===== config.mk =====
export PLATFORM = sky130hd
export DESIGN_NAME = tpp_ctrl
export DESIGN_NICKNAME = d
export VERILOG_FILES = /design/src/pkg/tpp_pkg.sv /design/src/hw/tpp_ctrl.sv
export SDC_FILE = /design/constraint.sdc
export NUM_CORES = 1
export LEC_CHECK = 0
export ABC_AREA = 1
export BUFFER_PORTS_ARGS = -buffer_cell sky130_fd_sc_hd__buf_2
export CAP_MARGIN = 25
export CORE_ASPECT_RATIO = 1.25
export CORE_MARGIN = 2
export CORE_UTILIZATION = 35
export CTS_BUF_LIST = sky130_fd_sc_hd__clkbuf_2 sky130_fd_sc_hd__clkbuf_4 sky130_fd_sc_hd__clkbuf_8
export DETAILED_ROUTE_END_ITERATION = 8
export GPL_ROUTABILITY_DRIVEN = 0
export SETUP_SLACK_MARGIN = 0.2
export SYNTH_ARGS = -nofsm -noshare
export SYNTH_HDL_FRONTEND = slang
export SYNTH_SLANG_ARGS = --single-unit
export TNS_END_PERCENT = 1

===== constraint.sdc =====
create_clock -name i_clk -period 3.7 [get_ports i_clk]
set_input_delay 0.74 -clock i_clk [delete_from_list [all_inputs] [get_ports i_clk]]
set_output_delay 0.74 -clock i_clk [all_outputs]
set_load 0.02 [all_outputs]

===== src/pkg/tpp_pkg.sv =====
package tpp_pkg;

    // ****************************************************************
    // Widths, reset values and encodings
    // ****************************************************************
    localparam int          DT_W          = 8;
    localparam logic [7:0]  DT_RESET      = 8'h00;
    localparam logic [2:0]  BUF_RESET     = 3'h0;
    localparam logic        SHAPE_RESET   = 1'b0;
    localparam logic        SHAPE_TRI     = 1'b0;
    localparam logic        SHAPE_SAW     = 1'b1;
    localparam logic        TRIG_OVF_ONLY = 1'b0;

    // ****************************************************************
    // Configuration, phase and state types
    // ****************************************************************
    typedef struct packed {
        logic mode_cfg_bit_zero;
        logic mode_cfg_bit_one;
        logic mode_cfg_bit_two;
        logic modulation_shape_select;
        logic phase_timer_trigger_select;
    } tpp_cfg_t;

    typedef struct packed {
        logic u;
        logic v;
        logic w;
    } tpp_phase_t;

    typedef enum logic [1:0] {
        TPP_IDLE = 2'b00,
        TPP_DEAD = 2'b01,
        TPP_ON   = 2'b11
    } tpp_dt_state_t;

endpackage


===== src/hw/tpp_ctrl.sv =====
`timescale 1ns/1ps

// Overview of operation
// - Three-phase mode enables dead-time timer, phase output control and carrier interrupt circuit.
// - Triangular: dead-time timer starts on falling edge of its phase timer output.
// - Triangular: buffer copied to shift register once, on first trigger after a write.
// - Sawtooth: dead-time timer starts on phase falling edge and on transfer trigger.
// - Sawtooth: buffer copied to shift register on every transfer trigger.
// - Shape select zero means triangular, one means sawtooth; reset value zero.
// - Trigger select zero starts phase timers on carrier timer overflow only.
module tpp_ctrl
    import tpp_pkg::*;
(
    // Clock and reset.
    input  wire logic             i_clk,
    input  wire logic             i_nrst,
    // Configuration.
    input  wire tpp_cfg_t         i_cfg,
    input  wire logic [DT_W-1:0]  i_dead_time,
    // Buffer register write port.
    input  wire logic             i_buf_wr,
    input  wire tpp_phase_t       i_buf_data,
    // Timer events.
    input  wire logic             i_carrier_ovf,
    input  wire logic             i_carrier_wr,
    input  wire logic             i_xfer_trig,
    input  wire tpp_phase_t       i_phase_tmr,
    // Status and outputs.
    output logic                  o_phase_tmr_start,
    output logic                  o_carrier_int_en,
    output tpp_phase_t            o_shift,
    output tpp_phase_t            o_pos,
    output tpp_phase_t            o_neg
);

    // ****************************************************************
    // Mode decode
    // ****************************************************************
    logic       mode_en;
    logic       saw;
    logic       xfer_ok;
    tpp_phase_t tmr_q;
    tpp_phase_t buf_q;
    logic       pend_q;
    tpp_phase_t shift_q;
    tpp_phase_t shift_d;

    assign mode_en = i_cfg.mode_cfg_bit_zero;
    assign saw     = (i_cfg.modulation_shape_select == SHAPE_SAW);
    assign xfer_ok = mode_en && i_xfer_trig;

    always_ff @(posedge i_clk or negedge i_nrst) begin
        if (!i_nrst) begin
            o_carrier_int_en <= 1'b0;
        end else begin
            o_carrier_int_en <= mode_en;
        end
    end

    // Phase timer start: overflow only, or also a write to the carrier timer.
    always_ff @(posedge i_clk or negedge i_nrst) begin
        if (!i_nrst) begin
            o_phase_tmr_start <= 1'b0;
        end else if (i_cfg.phase_timer_trigger_select == TRIG_OVF_ONLY) begin
            o_phase_tmr_start <= mode_en && i_carrier_ovf;
        end else begin
            o_phase_tmr_start <= mode_en && (i_carrier_ovf || i_carrier_wr);
        end
    end

    // ****************************************************************
    // Buffer and shift register
    // ****************************************************************
    always_ff @(posedge i_clk or negedge i_nrst) begin
        if (!i_nrst) begin
            buf_q <= BUF_RESET;
        end else if (i_buf_wr) begin
            buf_q <= i_buf_data;
        end
    end

    // A write landing with a trigger keeps the request pending so it is not lost.
    always_ff @(posedge i_clk or negedge i_nrst) begin
        if (!i_nrst) begin
            pend_q <= 1'b0;
        end else if (i_buf_wr) begin
            pend_q <= 1'b1;
        end else if (xfer_ok) begin
            pend_q <= 1'b0;
        end
    end

    // Dead-time starts latch this next value, so a transfer and a start in one cycle use the new data.
    assign shift_d = (xfer_ok && (saw || pend_q)) ? buf_q : shift_q;

    always_ff @(posedge i_clk or negedge i_nrst) begin
        if (!i_nrst) begin
            shift_q <= BUF_RESET;
        end else begin
            shift_q <= shift_d;
        end
    end

    always_ff @(posedge i_clk or negedge i_nrst) begin
        if (!i_nrst) begin
            o_shift <= BUF_RESET;
        end else begin
            o_shift <= shift_q;
        end
    end

    always_ff @(posedge i_clk or negedge i_nrst) begin
        if (!i_nrst) begin
            tmr_q <= BUF_RESET;
        end else begin
            tmr_q <= i_phase_tmr;
        end
    end

    // ****************************************************************
    // Dead-time per phase
    // ****************************************************************
    // Outputs follow the shift register level latched at start; both are off from one cycle after counting starts until one cycle after it ends.
    genvar g;
    generate
        for (g = 0; g < 3; g++) begin : g_ph
            tpp_dt_state_t   st_q;
            logic [DT_W-1:0] cnt_q;
            logic            lvl_q;
            logic            start;
            logic            fall;

            assign fall  = tmr_q[2-g] && !i_phase_tmr[2-g];
            assign start = mode_en && (fall || (saw && i_xfer_trig));

            always_ff @(posedge i_clk or negedge i_nrst) begin
                if (!i_nrst) begin
                    st_q  <= TPP_IDLE;
                    cnt_q <= DT_RESET;
                    lvl_q <= 1'b0;
                end else if (!mode_en) begin
                    st_q  <= TPP_IDLE;
                    cnt_q <= DT_RESET;
                end else if (start) begin
                    st_q  <= TPP_DEAD;
                    cnt_q <= i_dead_time;
                    lvl_q <= shift_d[2-g];
                end else begin
                    unique case (st_q)
                        TPP_IDLE: begin
                            st_q <= TPP_IDLE;
                        end
                        TPP_DEAD: begin
                            if (cnt_q == DT_RESET) begin
                                st_q <= TPP_ON;
                            end else begin
                                cnt_q <= cnt_q - 8'h01;
                            end
                        end
                        TPP_ON: begin
                            st_q <= TPP_ON;
                        end
                        default: begin
                            st_q <= TPP_IDLE;
                        end
                    endcase
                end
            end

            always_ff @(posedge i_clk or negedge i_nrst) begin
                if (!i_nrst) begin
                    o_pos[2-g] <= 1'b0;
                    o_neg[2-g] <= 1'b0;
                end else begin
                    o_pos[2-g] <= (st_q == TPP_ON) && lvl_q;
                    o_neg[2-g] <= (st_q == TPP_ON) && !lvl_q;
                end
            end

        end
    endgenerate
endmodule


==> flow_summary_export.csv, run 1 <==
group,metric,value,unit
status,outcome,"completed",
grt,grt_pass1_wl,11100,µm
cts,clk_pin_slew,0.10,ns
place,dp_hpwl,4700,µm
sta,finalSetupViolCount,0,
grt,antenna_found_initial,0,
logic_synthesis,synth_top_area_share,46.3,%
logic_synthesis,synth.area.top_cells,"dfrtp_1 46%, nand2_1 13%, inv_1 6.4%",
layout,multiInputGateArea,1320,µm²
worst_setup_path,crit_type,"in2reg",
detailed_routing,ant_nets,0,
worst_setup_path,required,3.90,ns
cts,cts.sinks,54,
cts,ctsHtreeMaxLevel,2,
sta,clock-skew-final,0.0102,ns
logic_synthesis,postSynthAreaPerCell,8.03,µm²
sta,drv_slew,0,
layout,antenna_cells,0,
pwr,powerDensity,458,nW/µm²
place,io_buffers,33,
logic_synthesis,ys_ff_latch,54,
sta,hold_viol_final,0,
layout,layout.area.seq,1350,µm²
sta,tns,0,ns
logic_synthesis,seq_area_frac_synth,46.3,%
logic_synthesis,synth_cell_types,30,
cts,numCtsBuffers,5,
layout,nFillCells,853,
pwr,ir_drop,190,µV
die,core-area,8150,µm²
detailed_routing,drt-total-wl,6180,µm
die,initial_core_util,35.8,%
logic_synthesis,syn-cell-area,2920,µm²
cts,ctsRootBufferMaster,"clkbuf_8",
detailed_routing,routedWlPerCell,12.4,µm
pwr,cellLeakagePower,1.74,nW
grt,grt_max_degree,36,
sta,slew_headroom,47.3,%
die,fp.dieH,106,µm
logic_synthesis,netlist_instances,363,
worst_setup_path,critPathMaxFanout,12,
grt,grt.total_usage,15.4,%
cts,cts_tree,"yes",
die,fp.dieArea,9080,µm²
sta,rsz0062_at_grt,"no",
detailed_routing,vias,2419,
sta,tightestPinTransition,0.790,ns
worst_setup_path,cp_data_arrival_time,1.91,ns
die,row_count,37,
logic_synthesis,synth_top_area_cell,"dfrtp_1",
cts,clock_path_buffers,2,
die,die_x,85.6,µm
pwr,p_switching,0.536,mW
logic_synthesis,yosys_warnings,0,
grt,grt_pass1_vias,2495,
detailed_routing,drt-pass1-iter-count,4,
worst_setup_path,crit_path_start_kind,"input pin",
pwr,p_sw_share,35.6,%
pwr,p_int,0.969,mW
place,dp_slack,1.65,ns
worst_setup_path,endpoint_kind,"register",
job,drv_cap,0,
detailed_routing,drtIter0Drc,98,
pwr,clockPowerShare,23.2,%
cts,clkLatencyLatePin,0.31,ns
die,ios,36,
layout,fin_nets,432,
sta,fin_crit,1.71,ns
worst_hold_path,hp-class,"reg2reg",
grt,grt_remaining_overflow,0,
layout,drive_gt1_share,20.6,%
detailed_routing,drc_errors,0,
detailed_routing,vias_per_cell,4.84,
sta,worst_slack,1.99,ns
layout,synthToLayoutAreaGrowth,12.7,%
logic_synthesis,syn_nets,393,
sta,period_share,46.2,%
cts,post-cts-setup-buffers,0,
pwr,seqPwrFrac,48.1,%
cts,ctsHoldBuffers,0,
pwr,comb_power_share,28.6,%
cts,cts_resized,0,
sta,max_clock_freq,0.585,GHz
-- synth_stat cells, drive strengths merged --
library cell,number
xor2,1
o21bai,3
a21oi,4
ha,5
o21ai,34
nor3,9
a21o,1
nand2,113
nand3,31
buf,2
inv,56
dfrtp,54
nand4,1
o22ai,6
bufinv,1
nor2,42
-- critical path, stage by stage --
cell and delay, ns:
buf_2 0.30, bufinv_8 0.28, nor2_8 0.17, nand2_2 0.21
nor2_1 0.14, a21oi_1 0.05
-- sequential cells by signal, indices dropped and copies added, names as in the netlist --
name,cells
o_pos,3
g_ph.lvl_q,3
o_phase_tmr_start,1
buf_q,3
pend_q,1
g_ph.st_q,6
o_neg,3
o_shift,3
shift_q,3
g_ph.cnt_q,24
o_carrier_int_en,1
tmr_q,3
-- metrics by stage --
step	util, %	power [mW]	instance area [µm²]	hold slack [ns]	cells
floorplan	-	1.06	2920	0.354	363
global placement	39.1	1.16	3190	0.361	492
global route	40.3	1.63	3290	0.413	500
finish	40.3	1.51	3290	0.393	500
detailed placement	39.1	1.17	3190	0.368	492
CTS	40.3	1.53	3290	0.393	500
-- metal layers --
layer / vias to the layer above / share of wire (%) / GRT usage, %
li1: 1219 / - / -
met1: 1120 / 43 / 17.9
met2: 55 / 49 / 25.7
met3: 25 / 3.4 / 2.87
met4: 0 / 5.3 / 9.64
met5: - / 0 / 0
-- kinds of logic (layout without fill, tap and decap cells) --
logic type	after synthesis	count (layout)	share of synthesized area, %
adder cells (fa/ha/maj)	5	5	2.15
AO/OA/AOI/OAI	48	48	10.3
XOR/XNOR	1	1	0.300
AND/OR/NAND/NOR	196	196	32.4
buffers and inverters	59	99	8.58
flip-flops	54	54	46.3
-- final timing paths --
path                                              start                            to  slack, ns  cells after the start
hold / removal                     shift_q[1]$_DFF_PN0_          o_shift[1]$_DFF_PN0_       0.39                      0
min in group asynchronous                        i_nrst     g_ph[2].lvl_q$_DFFE_PN0P_       0.50                      1
hold reg to reg                    shift_q[1]$_DFF_PN0_          o_shift[1]$_DFF_PN0_       0.39                      0
setup reg to reg           g_ph[1].cnt_q[0]$_DFFE_PN0P_  g_ph[1].cnt_q[7]$_DFFE_PN0P_       2.17                      7
setup / recovery                               i_cfg[4]  g_ph[1].cnt_q[7]$_DFFE_PN0P_       1.99                      6
max in group asynchronous                        i_nrst   o_phase_tmr_start$_DFF_PN0_       2.45                      2
-- cells in the final DEF (no fill, tap or decap), drive strengths merged --
cell        n
nor2       42
o21bai      3
nand3      31
ha          5
inv        57
a21oi       4
a21o        1
o21ai      34
nor3        9
buf        34
xor2        1
clkinvlp    1
bufinv      1
clkbuf      6
nand2     113
nand4       1
o22ai       6
dfrtp      54
-- power groups by stage --
stage	combinational, mW	sequential (mW)	clock, mW
after floorplan	0.322	0.734	0
after global placement	0.423	0.734	0
after detailed placement	0.433	0.736	0
after CTS	0.434	0.725	0.369
after global routing	0.500	0.736	0.393
final	0.431	0.725	0.350
-- final cells by class --
type | count | share of cell area, %
Sequential cell | 54 | 41.1
Multi-Input combinational cell | 250 | 40.0
Inverter | 57 | 6.93
Timing Repair Buffer | 34 | 5.25
Tap cell | 97 | 3.69
Clock buffer | 6 | 2.51
Clock inverter | 2 | 0.495
(Power assumes the default switching activity.)
==> inputs of run 2 (changes only) <==
--- a/config.mk
+++ b/config.mk
@@ -5,7 +5,7 @@
 export SDC_FILE = /design/constraint.sdc
 export NUM_CORES = 1
 export LEC_CHECK = 0
-export ABC_AREA = 1
+export ABC_AREA = 0
 export BUFFER_PORTS_ARGS = -buffer_cell sky130_fd_sc_hd__buf_2
 export CAP_MARGIN = 25
 export CORE_ASPECT_RATIO = 1.25
==> constraint.sdc (replaced) <==
create_clock -name i_clk -period 1.6 [get_ports i_clk]
set_input_delay 0.32 -clock i_clk [delete_from_list [all_inputs] [get_ports i_clk]]
set_output_delay 0.32 -clock i_clk [all_outputs]
set_load 0.02 [all_outputs]
==> run 2 against run 1 <==
Compared with the run above:
- the run now ends with negative setup slack left
- total power increased to 2.6 times the previous value
- critical endpoint is now g_ph[0].cnt_q[1]$_DFFE_PN0P_
- die area decreased by 8.8%
- critical path type is now reg2reg
- area after synthesis decreased by 9.1%
- final cell count decreased by 14%
- sequential cell count unchanged
==> flow_summary_export.csv, run 2 <==
group,metric,value,unit
logic_synthesis,synth-edff-count,0,
sta,clock-skew-final,0.0148,ns
worst_setup_path,critPathMaxFanout,2,
sta,fin_crit,1.72,ns
place,place_area,3270,µm²
detailed_routing,ant_nets,0,
layout,final_common_cell,"dfrtp_1",
layout,nFillCells,663,
logic_synthesis,synthArstFlopShare,100,%
sta,max_clock_freq,0.582,GHz
sta,slew_headroom,66.3,%
die,initial_core_util,36.0,%
grt,grt_max_degree,21,
detailed_routing,routed.top_layer,"met4",
place,io_buffers,33,
detailed_routing,drt-total-wl,6710,µm
sta,worst_slack,-0.117,ns
logic_synthesis,ys_ff_latch,54,
place,dp.cells,423,
detailed_routing,vias,2288,
die,fp.dieH,101,µm
sta,drv_slew,0,
cts,ctsRootBufferMaster,"clkbuf_8",
sta,period_share,107,%
cts,cts.sinks,54,
status,outcome,"finished, violations left",
layout,antenna_cells,0,
worst_setup_path,crit_path_start_kind,"register",
sta,tns,-0.430,ns
sta,tightestPinTransition,0.503,ns
logic_synthesis,seq_area_frac_synth,51.0,%
cts,clk_pin_slew,0.10,ns
worst_setup_path,cp_data_arrival_time,1.92,ns
worst_setup_path,crit_type,"reg2reg",
worst_setup_path,required,1.80,ns
detailed_routing,drt-pass1-iter-count,5,
layout,largest-register,"g_ph.cnt_q",
pwr,cellLeakagePower,1.71,nW
layout,drive_gt1_share,44.4,%
detailed_routing,wl_met1,2950,µm
logic_synthesis,synth_top_area_share,51.0,%
grt,grt_pass1_vias,2328,
logic_synthesis,synth.area.top_cells,"dfrtp_1 51%, mux2_2 4.7%, a32oi_1 3.3%",
grt,grt.total_usage,17.8,%
layout,layout.area.seq,1350,µm²
logic_synthesis,syn_nets,291,
job,drv_cap,0,
layout,final_area,3710,µm²
pwr,powerDensity,1060,nW/µm²
die,ios,36,
cts,cts_tree,"yes",
place,dp_hpwl,4950,µm
pwr,ir_drop,402,µV
detailed_routing,vias_per_cell,5.30,
cts,numCtsBuffers,5,
worst_setup_path,endpoint_kind,"register",
detailed_routing,routedWlPerCell,15.5,µm
place,dp_slack,-0.0991,ns
logic_synthesis,postSynthAreaPerCell,10.2,µm²
worst_hold_path,hp-class,"in2reg",
grt,grt_remaining_overflow,0,
sta,hold_viol_final,0,
cts,clkLatencyLatePin,0.31,ns
layout,layout_common_cells,"54 x dfrtp_1, 40 x buf_4, 33 x buf_2, 19 x nand2_1, 19 x nor2_1",
die,core-area,7360,µm²
logic_synthesis,yosys_warnings,0,
logic_synthesis,syn-cell-area,2650,µm²
detailed_routing,met3_length,164,µm
layout,largest_reg_flops,24,
layout,fin_nets,369,
sta,worst_hold_slack,0.119,ns
layout,fin_cells,432,
logic_synthesis,synth_flop_cell,"dfrtp_1",
die,fp.dieArea,8290,µm²
cts,ctsHtreeMaxLevel,2,
logic_synthesis,yosysMostFrequentCell,"dfrtp_1",
logic_synthesis,synthTopCellsByCount,"54 x dfrtp_1, 20 x nor2_1, 19 x nand2_1",
grt,antenna_found_initial,0,
detailed_routing,drc_errors,0,
status,failed_checks,"negative setup slack",
sta,finalSetupViolCount,7,
grt,grt_pass1_wl,11200,µm
die,die_x,81.8,µm
layout,top_regs,"g_ph.cnt_q (24), g_ph.st_q (6)",
cts,clock_path_buffers,2,
logic_synthesis,synth_cell_types,52,
die,row_count,35,
detailed_routing,met2_length,3380,µm
sta,rsz0062_at_grt,"yes",
logic_synthesis,synth_top_area_cell,"dfrtp_1",
layout,synthToLayoutAreaGrowth,39.9,%
layout,multiInputGateArea,1500,µm²
logic_synthesis,netlist_instances,261,
detailed_routing,drtIter0Drc,172,
## run 2: area by class of cell
type / instances / share of cell area (%)
Multi-Input combinational cell: 184 / 40.5
Sequential cell: 54 / 36.4
Inverter: 13 / 1.32
Tap cell: 92 / 3.10
Clock inverter: 2 / 1.05
Timing Repair Buffer: 81 / 15.4
Clock buffer: 6 / 2.23
## run 2: stage by stage
step,power [mW],utilization (%)
after floorplan,2.26,-
after global placement,2.69,44.4
after detailed placement,2.72,44.4
after CTS,3.87,48.7
after global routing,4.17,50.4
final,3.94,50.4
## run 2: worst max-delay path, cell delays in order, from the launching register on
cell and delay, ns:
dfrtp_1 0.40, inv_1 0.07, ha_2 0.17, or3b_4 0.39
o21ai_4 0.14, and2_4 0.16, mux2_4 0.28
## run 2: what timing repair did
action	4_1_cts	5_1_grt
hold buffers	1	0
hold endpoints to repair	16	0
endpoints found under the setup margin	30	30
setup buffers	0	0
pin swaps	15	20
resized for setup	42	27
## run 2: final timing paths
check,slack (ns),cells after the start,endpoint,from
worst max-delay path,-0.12,6,g_ph[0].cnt_q[1]$_DFFE_PN0P_,g_ph[0].cnt_q[1]$_DFFE_PN0P_
worst min-delay path,0.12,1,tmr_q[0]$_DFF_PN0_,i_phase_tmr[0]
worst max register to register,-0.12,6,g_ph[0].cnt_q[1]$_DFFE_PN0P_,g_ph[0].cnt_q[1]$_DFFE_PN0P_
worst min register to register,0.39,0,o_shift[2]$_DFF_PN0_,shift_q[2]$_DFF_PN0_
max in group asynchronous,0.62,3,g_ph[1].cnt_q[5]$_DFFE_PN0P_,i_nrst
min in group asynchronous,0.49,2,g_ph[2].st_q[0]$_DFFE_PN0P_,i_nrst
## run 2: cells by family (layout without fill, tap and decap cells)
family,Yosys count,after routing,share of synthesized area (%)
fa+ha+maj,5,5,2.36
flops,54,54,51.0
mux,13,13,5.62
compound gates,66,66,17.4
buf+inv,23,102,3.59
simple gates,100,100,20.1
## run 2: where the power goes
part           switching, mW  total (mW)  internal [mW]
registers              0.149        1.69           1.54
clock network          0.460       0.975          0.515
logic                  0.620        1.28          0.660
## run 2: metal layers
metal  vias to the layer above  GRT usage, %
met5                         -             0
met4                         0          9.62
li1                       1122             -
met3                        17          2.41
met1                      1104          22.8
met2                        45          29.0
